$ cat config.mk
export PLATFORM = sky130hd
export DESIGN_NAME = mcd_core
export DESIGN_NICKNAME = d
export VERILOG_FILES = /design/src/design/mcd_pkg.sv /design/src/design/mcd_core.sv
export SDC_FILE = /design/constraint.sdc
export NUM_CORES = 1
export LEC_CHECK = 0
export BUFFER_PORTS_ARGS = -buffer_cell sky130_fd_sc_hd__buf_2
export CORE_MARGIN = 2
export CORE_UTILIZATION = 40
export CTS_CLUSTER_DIAMETER = 100
export DETAILED_ROUTE_END_ITERATION = 7
export HOLD_SLACK_MARGIN = 0.12
export SLEW_MARGIN = 15
export SYNTH_ARGS = -nofsm -noshare
export SYNTH_HDL_FRONTEND = slang
export SYNTH_SLANG_ARGS = --single-unit
$ cat constraint.sdc
create_clock -name clk_i -period 3.7 [get_ports clk_i]
set_clock_uncertainty 0.05 [all_clocks]
set_input_delay 0 -clock clk_i [delete_from_list [all_inputs] [get_ports clk_i]]
set_output_delay 0 -clock clk_i [all_outputs]
set_load 0.1 [all_outputs]
$ cat src/design/mcd_pkg.sv
// Package for the move-class instruction decoder: opcodes, register map, reset values
package mcd_pkg;
	localparam int INSN_W = 12;
	localparam int DATA_W = 8;
	localparam int FADDR_W = 5;
	localparam int FILE_DEPTH = 32;
	// Opcode patterns
	localparam logic [5:0] MOVE_FILE_HI = 6'h08;
	localparam logic [3:0] LOAD_LIT_HI = 4'hC;
	localparam logic [6:0] STORE_W_HI = 7'h01;
	localparam logic [11:0] NOP_WORD = 12'h000;
	localparam logic [11:0] OPTION_WORD = 12'h002;
	// Wishbone register map (byte addresses)
	localparam logic [7:0] ADR_INSN = 8'h00;
	localparam logic [7:0] ADR_WORK = 8'h04;
	localparam logic [7:0] ADR_OPTION = 8'h08;
	localparam logic [7:0] ADR_STATUS = 8'h0C;
	localparam logic [7:0] ADR_FILE_BASE = 8'h80;
	// Reset values
	localparam logic [7:0] WORK_RST = 8'h00;
	localparam logic [7:0] OPTION_RST = 8'hFF;
	localparam logic [7:0] FILE_RST = 8'h00;
	// Status bit positions
	localparam int ST_ZERO = 0;
	localparam int ST_ILLEGAL = 1;
	typedef enum logic [2:0] {
		OP_NONE = 3'b000,
		OP_MOVE_FILE = 3'b001,
		OP_LOAD_LIT = 3'b010,
		OP_STORE_W = 3'b011,
		OP_NOP = 3'b100,
		OP_OPTION = 3'b101,
		OP_OTHER = 3'b110
	} mcd_op_t;
	typedef struct packed {
		mcd_op_t op;
		logic dest_file;
		logic [4:0] faddr;
		logic [7:0] lit;
	} mcd_dec_t;
	typedef struct packed {
		logic [31:0] adr;
		logic [31:0] dat;
		logic [3:0] sel;
		logic we;
		logic cyc;
		logic stb;
	} mcd_wb_req_t;
endpackage

$ cat src/design/mcd_core.sv
// Move-class instruction decode and execute core with a Wishbone register slave
//
// Decided for this implementation: the Wishbone register port and the register addresses.
`timescale 1ns/100ps

// Summary of operation
// - Word 001000dfffff moves file f to the destination picked by d, in one cycle.
// - With d clear the file value is copied to the working register; the file is unchanged.
// - With d set the file value is written back into that same file register.
// - A file move sets zero from the moved value for either d; a write-back is a zero test.
// - Word 1100kkkkkkkk loads k into the working register in one cycle, leaving flags alone.
// - Word 0000001fffff copies the working register into file f in one cycle, flags unchanged.
module mcd_core
(
	// Clock and reset
	input wire logic clk_i,
	input wire logic rst_i,
	// Instruction stream from program memory
	input wire logic [11:0] insn_i,
	input wire logic insn_valid_i,
	// Wishbone slave
	input wire logic wb_cyc_i,
	input wire logic wb_stb_i,
	input wire logic wb_we_i,
	input wire logic [31:0] wb_adr_i,
	input wire logic [31:0] wb_dat_i,
	input wire logic [3:0] wb_sel_i,
	output logic [31:0] wb_dat_o,
	output logic wb_ack_o,
	// Core state
	output logic [7:0] work_o,
	output logic [7:0] option_o,
	output logic zero_o,
	output logic done_o
);
	logic [7:0] file_ff [mcd_pkg::FILE_DEPTH];
	logic [7:0] work_ff;
	logic [7:0] option_ff;
	logic zero_ff;
	logic illegal_ff;
	logic done_ff;
	logic [11:0] last_insn_ff;
	logic [31:0] wb_dat_ff;
	logic wb_ack_ff;
	mcd_pkg::mcd_dec_t dec;
	mcd_pkg::mcd_wb_req_t req;
	logic exec;
	logic [7:0] file_rd;
	logic wb_go;
	logic wb_wr;
	logic wb_file_hit;
	logic [4:0] wb_faddr;

	assign req = '{adr: wb_adr_i, dat: wb_dat_i, sel: wb_sel_i, we: wb_we_i,
		cyc: wb_cyc_i, stb: wb_stb_i};
	assign wb_go = req.cyc && req.stb && !wb_ack_ff;
	assign wb_wr = wb_go && req.we && req.sel[0];
	assign wb_file_hit = req.adr[7:0] >= mcd_pkg::ADR_FILE_BASE;
	assign wb_faddr = req.adr[6:2];
	// Instruction beats the bus in the same cycle; bus writes only touch what the core left alone
	assign exec = insn_valid_i;

	always_comb
	begin
		dec = '{op: mcd_pkg::OP_OTHER, dest_file: insn_i[5], faddr: insn_i[4:0],
			lit: insn_i[7:0]};
		if (insn_i[11:6] == mcd_pkg::MOVE_FILE_HI)
			dec.op = mcd_pkg::OP_MOVE_FILE;
		else if (insn_i[11:8] == mcd_pkg::LOAD_LIT_HI)
			dec.op = mcd_pkg::OP_LOAD_LIT;
		else if (insn_i[11:5] == mcd_pkg::STORE_W_HI)
			dec.op = mcd_pkg::OP_STORE_W;
		else if (insn_i == mcd_pkg::NOP_WORD)
			dec.op = mcd_pkg::OP_NOP;
		else if (insn_i == mcd_pkg::OPTION_WORD)
			dec.op = mcd_pkg::OP_OPTION;
		if (!exec)
			dec.op = mcd_pkg::OP_NONE;
	end

	assign file_rd = file_ff[dec.faddr];

	// File registers, one flop per entry; an instruction wins over a bus write to the same entry
	for (genvar g = 0; g < mcd_pkg::FILE_DEPTH; g++)
	begin : gen_file
		always_ff @(posedge clk_i)
		begin
			if (rst_i)
				file_ff[g] <= mcd_pkg::FILE_RST;
			else if (dec.op == mcd_pkg::OP_STORE_W && dec.faddr == 5'(g))
				file_ff[g] <= work_ff;
			else if (dec.op == mcd_pkg::OP_MOVE_FILE && dec.dest_file && dec.faddr == 5'(g))
				file_ff[g] <= file_rd;
			else if (wb_wr && wb_file_hit && wb_faddr == 5'(g))
				file_ff[g] <= req.dat[7:0];
		end
	end

	// Working register
	always_ff @(posedge clk_i)
	begin
		if (rst_i)
			work_ff <= mcd_pkg::WORK_RST;
		else if (dec.op == mcd_pkg::OP_MOVE_FILE && !dec.dest_file)
			work_ff <= file_rd;
		else if (dec.op == mcd_pkg::OP_LOAD_LIT)
			work_ff <= dec.lit;
		else if (dec.op == mcd_pkg::OP_NONE && wb_wr && req.adr[7:0] == mcd_pkg::ADR_WORK)
			work_ff <= req.dat[7:0];
	end

	// Option register
	always_ff @(posedge clk_i)
	begin
		if (rst_i)
			option_ff <= mcd_pkg::OPTION_RST;
		else if (dec.op == mcd_pkg::OP_OPTION)
			option_ff <= work_ff;
	end

	// Status flags; a file move sets zero, else a bus write to the status register does
	always_ff @(posedge clk_i)
	begin
		if (rst_i)
		begin
			zero_ff <= 1'b0;
			illegal_ff <= 1'b0;
		end
		else
		begin
			if (dec.op == mcd_pkg::OP_MOVE_FILE)
				zero_ff <= (file_rd == 8'h00);
			else if (wb_wr && req.adr[7:0] == mcd_pkg::ADR_STATUS)
				zero_ff <= req.dat[mcd_pkg::ST_ZERO];
			// Sticky: a new foreign word wins over a clear in the same cycle
			if (dec.op == mcd_pkg::OP_OTHER)
				illegal_ff <= 1'b1;
			else if (wb_wr && req.adr[7:0] == mcd_pkg::ADR_STATUS && req.dat[mcd_pkg::ST_ILLEGAL])
				illegal_ff <= 1'b0;
		end
	end

	// Completion pulse and last word
	always_ff @(posedge clk_i)
	begin
		if (rst_i)
		begin
			done_ff <= 1'b0;
			last_insn_ff <= 12'h000;
		end
		else
		begin
			done_ff <= exec;
			if (exec)
				last_insn_ff <= insn_i;
		end
	end

	// Wishbone: ack one cycle after the strobe, dropped the next cycle
	always_ff @(posedge clk_i)
	begin
		if (rst_i)
		begin
			wb_ack_ff <= 1'b0;
			wb_dat_ff <= 32'h0000_0000;
		end
		else
		begin
			wb_ack_ff <= wb_go;
			wb_dat_ff <= 32'h0000_0000;
			if (wb_go && !req.we)
			begin
				if (wb_file_hit)
					wb_dat_ff <= {24'h00_0000, file_ff[wb_faddr]};
				else
				begin
					case (req.adr[7:0])
						mcd_pkg::ADR_INSN: wb_dat_ff <= {20'h0_0000, last_insn_ff};
						mcd_pkg::ADR_WORK: wb_dat_ff <= {24'h00_0000, work_ff};
						mcd_pkg::ADR_OPTION: wb_dat_ff <= {24'h00_0000, option_ff};
						mcd_pkg::ADR_STATUS: wb_dat_ff <= {30'h0000_0000, illegal_ff, zero_ff};
						default: wb_dat_ff <= 32'h0000_0000;
					endcase
				end
			end
		end
	end

	assign wb_dat_o = wb_dat_ff;
	assign wb_ack_o = wb_ack_ff;
	assign work_o = work_ff;
	assign option_o = option_ff;
	assign zero_o = zero_ff;
	assign done_o = done_ff;

	// Checks
	load_lit_a: assert property (@(posedge clk_i) disable iff (rst_i)
		dec.op == mcd_pkg::OP_LOAD_LIT |=> work_ff == $past(insn_i[7:0]) && $stable(zero_ff))
		else $error("literal load wrong");
	move_to_work_a: assert property (@(posedge clk_i) disable iff (rst_i)
		dec.op == mcd_pkg::OP_MOVE_FILE && !dec.dest_file |=> work_ff == $past(file_rd))
		else $error("file move to working register wrong");
	move_keep_file_a: assert property (@(posedge clk_i) disable iff (rst_i)
		dec.op == mcd_pkg::OP_MOVE_FILE && dec.dest_file |=> $stable(work_ff))
		else $error("file move back touched working register");
	move_zero_a: assert property (@(posedge clk_i) disable iff (rst_i)
		dec.op == mcd_pkg::OP_MOVE_FILE |=> zero_ff == ($past(file_rd) == 8'h00))
		else $error("zero flag wrong after file move");
	move_decode_a: assert property (@(posedge clk_i) disable iff (rst_i)
		exec && insn_i[11:6] == 6'h08 |-> dec.op == mcd_pkg::OP_MOVE_FILE)
		else $error("file move not decoded");
	store_w_a: assert property (@(posedge clk_i) disable iff (rst_i)
		dec.op == mcd_pkg::OP_STORE_W |=> $stable(zero_ff) && $stable(work_ff))
		else $error("store of working register disturbed state");
	nop_a: assert property (@(posedge clk_i) disable iff (rst_i)
		dec.op == mcd_pkg::OP_NOP |=> $stable(work_ff) && $stable(zero_ff) && $stable(option_ff))
		else $error("no-operation changed state");
	option_load_a: assert property (@(posedge clk_i) disable iff (rst_i)
		dec.op == mcd_pkg::OP_OPTION |=> option_ff == $past(work_ff) && done_ff)
		else $error("option load wrong");
	wb_ack_a: assert property (@(posedge clk_i) disable iff (rst_i)
		wb_ack_ff |=> !wb_ack_ff)
		else $error("ack held two cycles");

	// Decode checks
	lit_decode_a: assert property (@(posedge clk_i) disable iff (rst_i)
		exec && insn_i[11:8] == 4'hC |-> dec.op == mcd_pkg::OP_LOAD_LIT)
		else $error("literal load not decoded");
	store_decode_a: assert property (@(posedge clk_i) disable iff (rst_i)
		exec && insn_i[11:5] == 7'h01 |-> dec.op == mcd_pkg::OP_STORE_W)
		else $error("store of working register not decoded");
	nop_decode_a: assert property (@(posedge clk_i) disable iff (rst_i)
		exec && insn_i == 12'h000 |-> dec.op == mcd_pkg::OP_NOP)
		else $error("no-operation not decoded");
	option_decode_a: assert property (@(posedge clk_i) disable iff (rst_i)
		exec && insn_i == 12'h002 |-> dec.op == mcd_pkg::OP_OPTION)
		else $error("option load not decoded");
	illegal_set_a: assert property (@(posedge clk_i) disable iff (rst_i)
		dec.op == mcd_pkg::OP_OTHER |=> illegal_ff)
		else $error("foreign word not flagged");
	valid_no_illegal_a: assert property (@(posedge clk_i) disable iff (rst_i)
		dec.op != mcd_pkg::OP_OTHER && !illegal_ff |=> !illegal_ff)
		else $error("known word flagged as foreign");
	illegal_hold_a: assert property (@(posedge clk_i) disable iff (rst_i)
		illegal_ff && !wb_wr |=> illegal_ff)
		else $error("foreign word flag lost");
	other_keep_state_a: assert property (@(posedge clk_i) disable iff (rst_i)
		dec.op == mcd_pkg::OP_OTHER && !wb_wr |=> $stable(work_ff) && $stable(zero_ff)
			&& $stable(option_ff))
		else $error("foreign word changed state");

	// Datapath checks
	move_back_file_a: assert property (@(posedge clk_i) disable iff (rst_i)
		dec.op == mcd_pkg::OP_MOVE_FILE && dec.dest_file
			|=> file_ff[$past(dec.faddr)] == $past(file_rd))
		else $error("file move back wrote wrong value");
	move_keep_src_a: assert property (@(posedge clk_i) disable iff (rst_i)
		dec.op == mcd_pkg::OP_MOVE_FILE && !dec.dest_file && !wb_wr
			|=> file_ff[$past(dec.faddr)] == $past(file_rd))
		else $error("file move to working register changed the file");
	store_file_a: assert property (@(posedge clk_i) disable iff (rst_i)
		dec.op == mcd_pkg::OP_STORE_W |=> file_ff[$past(dec.faddr)] == $past(work_ff))
		else $error("store of working register wrote wrong value");
	exec_keep_work_a: assert property (@(posedge clk_i) disable iff (rst_i)
		exec && dec.op != mcd_pkg::OP_MOVE_FILE && dec.op != mcd_pkg::OP_LOAD_LIT |=> $stable(work_ff))
		else $error("working register changed by a word that keeps it");
	option_keep_flags_a: assert property (@(posedge clk_i) disable iff (rst_i)
		dec.op == mcd_pkg::OP_OPTION && !wb_wr |=> $stable(zero_ff) && $stable(work_ff))
		else $error("option load disturbed state");
	option_only_a: assert property (@(posedge clk_i) disable iff (rst_i)
		dec.op != mcd_pkg::OP_OPTION |=> $stable(option_ff))
		else $error("option register changed without option load");
	flags_keep_a: assert property (@(posedge clk_i) disable iff (rst_i)
		dec.op != mcd_pkg::OP_MOVE_FILE && !wb_wr |=> $stable(zero_ff))
		else $error("zero flag changed without file move");
	move_one_cycle_a: assert property (@(posedge clk_i) disable iff (rst_i)
		dec.op == mcd_pkg::OP_MOVE_FILE |=> done_ff)
		else $error("file move not done in one cycle");
	lit_one_cycle_a: assert property (@(posedge clk_i) disable iff (rst_i)
		dec.op == mcd_pkg::OP_LOAD_LIT |=> done_ff)
		else $error("literal load not done in one cycle");
	store_one_cycle_a: assert property (@(posedge clk_i) disable iff (rst_i)
		dec.op == mcd_pkg::OP_STORE_W |=> done_ff)
		else $error("store not done in one cycle");
	idle_no_done_a: assert property (@(posedge clk_i) disable iff (rst_i)
		!exec |=> !done_ff)
		else $error("done without a word");
	last_insn_a: assert property (@(posedge clk_i) disable iff (rst_i)
		exec |=> last_insn_ff == $past(insn_i))
		else $error("last word not kept");

	// Bus checks
	wb_ack_next_a: assert property (@(posedge clk_i) disable iff (rst_i)
		wb_go |=> wb_ack_ff)
		else $error("ack not one cycle after request");
	wb_idle_ack_a: assert property (@(posedge clk_i) disable iff (rst_i)
		!(req.cyc && req.stb) |=> !wb_ack_ff)
		else $error("ack without request");
	wb_write_work_a: assert property (@(posedge clk_i) disable iff (rst_i)
		wb_wr && req.adr[7:0] == mcd_pkg::ADR_WORK && dec.op == mcd_pkg::OP_NONE
			|=> work_ff == $past(req.dat[7:0]))
		else $error("bus write to working register lost");
	wb_read_work_a: assert property (@(posedge clk_i) disable iff (rst_i)
		wb_go && !req.we && req.adr[7:0] == mcd_pkg::ADR_WORK
			|=> wb_dat_ff == {24'h00_0000, $past(work_ff)})
		else $error("bus read of working register wrong");
	wb_read_file_a: assert property (@(posedge clk_i) disable iff (rst_i)
		wb_go && !req.we && wb_file_hit |=> wb_dat_ff == {24'h00_0000, $past(file_ff[wb_faddr])})
		else $error("bus read of file register wrong");
	wb_status_write_a: assert property (@(posedge clk_i) disable iff (rst_i)
		wb_wr && req.adr[7:0] == mcd_pkg::ADR_STATUS && dec.op != mcd_pkg::OP_MOVE_FILE
			|=> zero_ff == $past(req.dat[mcd_pkg::ST_ZERO]))
		else $error("bus write of zero flag lost");
	wb_write_quiet_a: assert property (@(posedge clk_i) disable iff (rst_i)
		wb_go && req.we |=> wb_dat_ff == 32'h0000_0000)
		else $error("read data driven on a write");
endmodule // mcd_core

==> run_results.csv <==
group,metric,value,unit
outcome,outcome,"completed",
timing,rsz0062_at_grt,"false",
logic_synthesis,synth_edf_count,256,
cts,h-tree-depth,2,
detailed_routing,dr.pass1.iters,6,
worst_hold_path,hold_path.class,"input pin to register",
logic_synthesis,yosys.cell_types.count,76,
cts,numClockSinks,300,
detailed_routing,wl_met3,9600,µm
cts,root_buffer,"clkbuf_16",
detailed_routing,wl_per_cell,31.7,µm
grt,grt-ovfl-total,0,
cts,clk_pin_slew,0.06,ns
timing,maxSlewHeadroom,23.3,%
cts,cts_tree,"done",
detailed_routing,drc,0,
timing,setup_viol,0,
die,rows,80,
die,core_area,0.0479,mm²
timing,fin_crit_sh,87.8,%
logic_synthesis,synthFlopType,"edfxtp_1",
logic_synthesis,synth_area_leaders,"edfxtp_1 (39%), mux4_2 (15%), a221o_1 (6.0%), a22oi_1 (5.4%), dfxtp_1 (4.5%)",
timing,worst_pin_slew,1.14,ns
final_layout,final_common_cell,"edfxtp_1",
detailed_routing,drt_iter0_drc,2953,
timing,finalSetupTns,0,ns
setup_path,path_max_fanout,22,
placed_design,dpl_cell_area,0.0205,mm²
setup_path,path_cells,"dlygate4sd3_1 > buf_2 > or3b_2 > o22ai_1 > a211oi_1 > a22o_2 > buf_12 > nor2_1 > a221o_1",
final_layout,fillerInstances,4231,
power,p_leak,7.65,nW
final_layout,multiInputGateArea,0.00988,mm²
die,io_pins,137,
cts,post-cts-setup-buffers,0,
placed_design,hpwl,51000,µm
power,finalPower,0.00891,W
logic_synthesis,synth_warnings,0,
final_layout,fin_nets,1850,
logic_synthesis,async_flop_share,0,%
setup_path,cp.required,3.94,ns
logic_synthesis,syn_avg_cell_area,11.4,µm²
placed_design,numPortBuffers,65,
detailed_routing,vias_per_cell,7.06,
logic_synthesis,ys_seq_elements,300,
grt,grt_pass1_vias,16100,
grt,antenna_found_initial,4,
logic_synthesis,synth_largest_area_cell,"edfxtp_1",
power,p_per_area,404,mW/mm²
logic_synthesis,ys_seq_area_share,43.9,%
final_layout,antenna_cells,0,
final_layout,area.sequential,0.00857,mm²
timing,fin_crit,3.25,ns
die,die_h,225,µm
setup_path,crit_arrival,3.50,ns
cts,clk_path_buf_depth,3,
timing,maxSlewViolCount,0,
grt,grt_max_degree,43,
setup_path,slowest_stage,"a211oi_1",
logic_synthesis,synth_top_area_share,39.4,%
cts,numCtsBuffers,35,
logic_synthesis,synthCells,1705,
final_layout,synthToLayoutAreaGrowth,13.1,%
detailed_routing,route.met2.wl,33900,µm
setup_path,crit_path_end_kind,"register",
placed_design,globalplace.congestion,0.997,
grt,grt_usage,29.8,%
setup_path,critPathMaxStageDelay,0.67,ns
logic_synthesis,netlist_area,0.0195,mm²
cts,clk-insertion-delay-late,0.56,ns
timing,timing.fmax,308,MHz
detailed_routing,wl,76400,µm
final_layout,final_cell_mix,"edfxtp_1 (256), nor2_1 (231), o21ai_0 (151)",
die,dieArea,0.0506,mm²
detailed_routing,ant_nets,0,
timing,hold_violations,0,
run,max-cap-violations,0,
detailed_routing,dr_total_vias,17000,
setup_path,cp-start-kind,"input pin",
detailed_routing,wl_met1,28700,µm
final_layout,postLayoutCellArea,0.0221,mm²
final_layout,drive_above_1_share,23.8,%
power,irDropWorstVdd,385,µV
detailed_routing,highest_layer,"met5",
die,die_w,225,µm
grt,grt_pass1_wl,110000,µm
setup_path,critPathKind,"input pin to register",
die,start_util,40.7,%
## metal layers
| layer | global-route usage [%] | vias up |
|---|---|---|
| met5 | 0 | - |
| met4 | 13.4 | 8 |
| met3 | 6.27 | 289 |
| met2 | 45.9 | 1393 |
| met1 | 40.6 | 8379 |
| li1 | - | 6910 |
## per-stage QoR
step / util, % / setup slack (ns) / instances / hold WS (ns)
after floorplan: - / 0.609 / 1724 / 0.0971
after CTS: 46.0 / 0.758 / 2405 / 0.123
final: 46.0 / 0.450 / 2405 / 0.149
after global placement: 42.8 / 0.559 / 2310 / 0.226
after global routing: 46.0 / 0.436 / 2405 / 0.197
after detailed placement: 42.8 / 0.520 / 2310 / 0.233
## Yosys cell counts (all sizes together), types with 4 or more instances
master     n
nand4      6
a221o    117
mux2i     65
nand2b    11
a2bb2oi    6
a211o      7
clkbuf   105
buf      102
mux2      23
nor2     235
a21oi     14
o221ai    16
and3b      5
mux4     132
o21ai    167
nor3      32
nand2     82
a22oi    140
dfxtp     44
or3        5
inv       14
nand3     33
a31oi      5
nor2b     12
o22ai      6
edfxtp   256
and2       6
a211oi     7
and3       5
nand3b     4
## flip-flops by register name, summed over array words and instances, names as in the netlist
register      cells
file_ff         256
last_insn_ff     12
wb_dat_o         12
option_o          8
work_o            8
done_o            1
illegal_ff        1
wb_ack_o          1
zero_o            1
## worst max-delay path, delay by kind of cell
kind	cells	cell delay [ns]
compound gates	4	1.72
buf+inv	3	1.26
simple gates	2	0.46
## cell families after synthesis
family	after synthesis	synth area share, %
AOI/OAI and AO/OA	509	19.2
and+or+nand+nor	453	11.0
DFF	300	43.9
buffers and inverters	222	5.96
muxes	220	20.0
other	1	0.0192
## path summary, 6_finish.rpt
kind | startpoint | to | slack [ns] | cells past startpoint
worst max-delay path | insn_i[2] | file_ff[17][4] | 0.45 | 9
worst min-delay path | wb_sel_i[0] | zero_o | 0.15 | 6
worst max register to register | file_ff[3][4] | file_ff[17][4] | 0.52 | 6
worst min register to register | last_insn_ff[8] | wb_dat_o[8] | 0.38 | 2
## timing repair
action                     CTS  global route
setup endpoints to repair    0             0
gates resized for setup      0             0
hold endpoints to repair    36             0
hold buffers                32             0
## layout make-up
cell class              count  share of cell area (%)
multi-input cells        1202                    44.7
flip-flops and latches    300                    38.8
repair buffers            210                    7.15
clock buffers              45                    4.56
well taps                 615                    3.49
clock inverters            18                   0.952
inverters                  15                   0.255
## power by group
part           internal (W)  switching, W  total (W)  leakage, nW
Sequential          0.00377     0.0000798    0.00384         3.02
Combinational      0.000428      0.000905    0.00133         4.03
Clock               0.00221       0.00152    0.00374        0.596
Note: power is estimated with default switching activity, not from simulation.
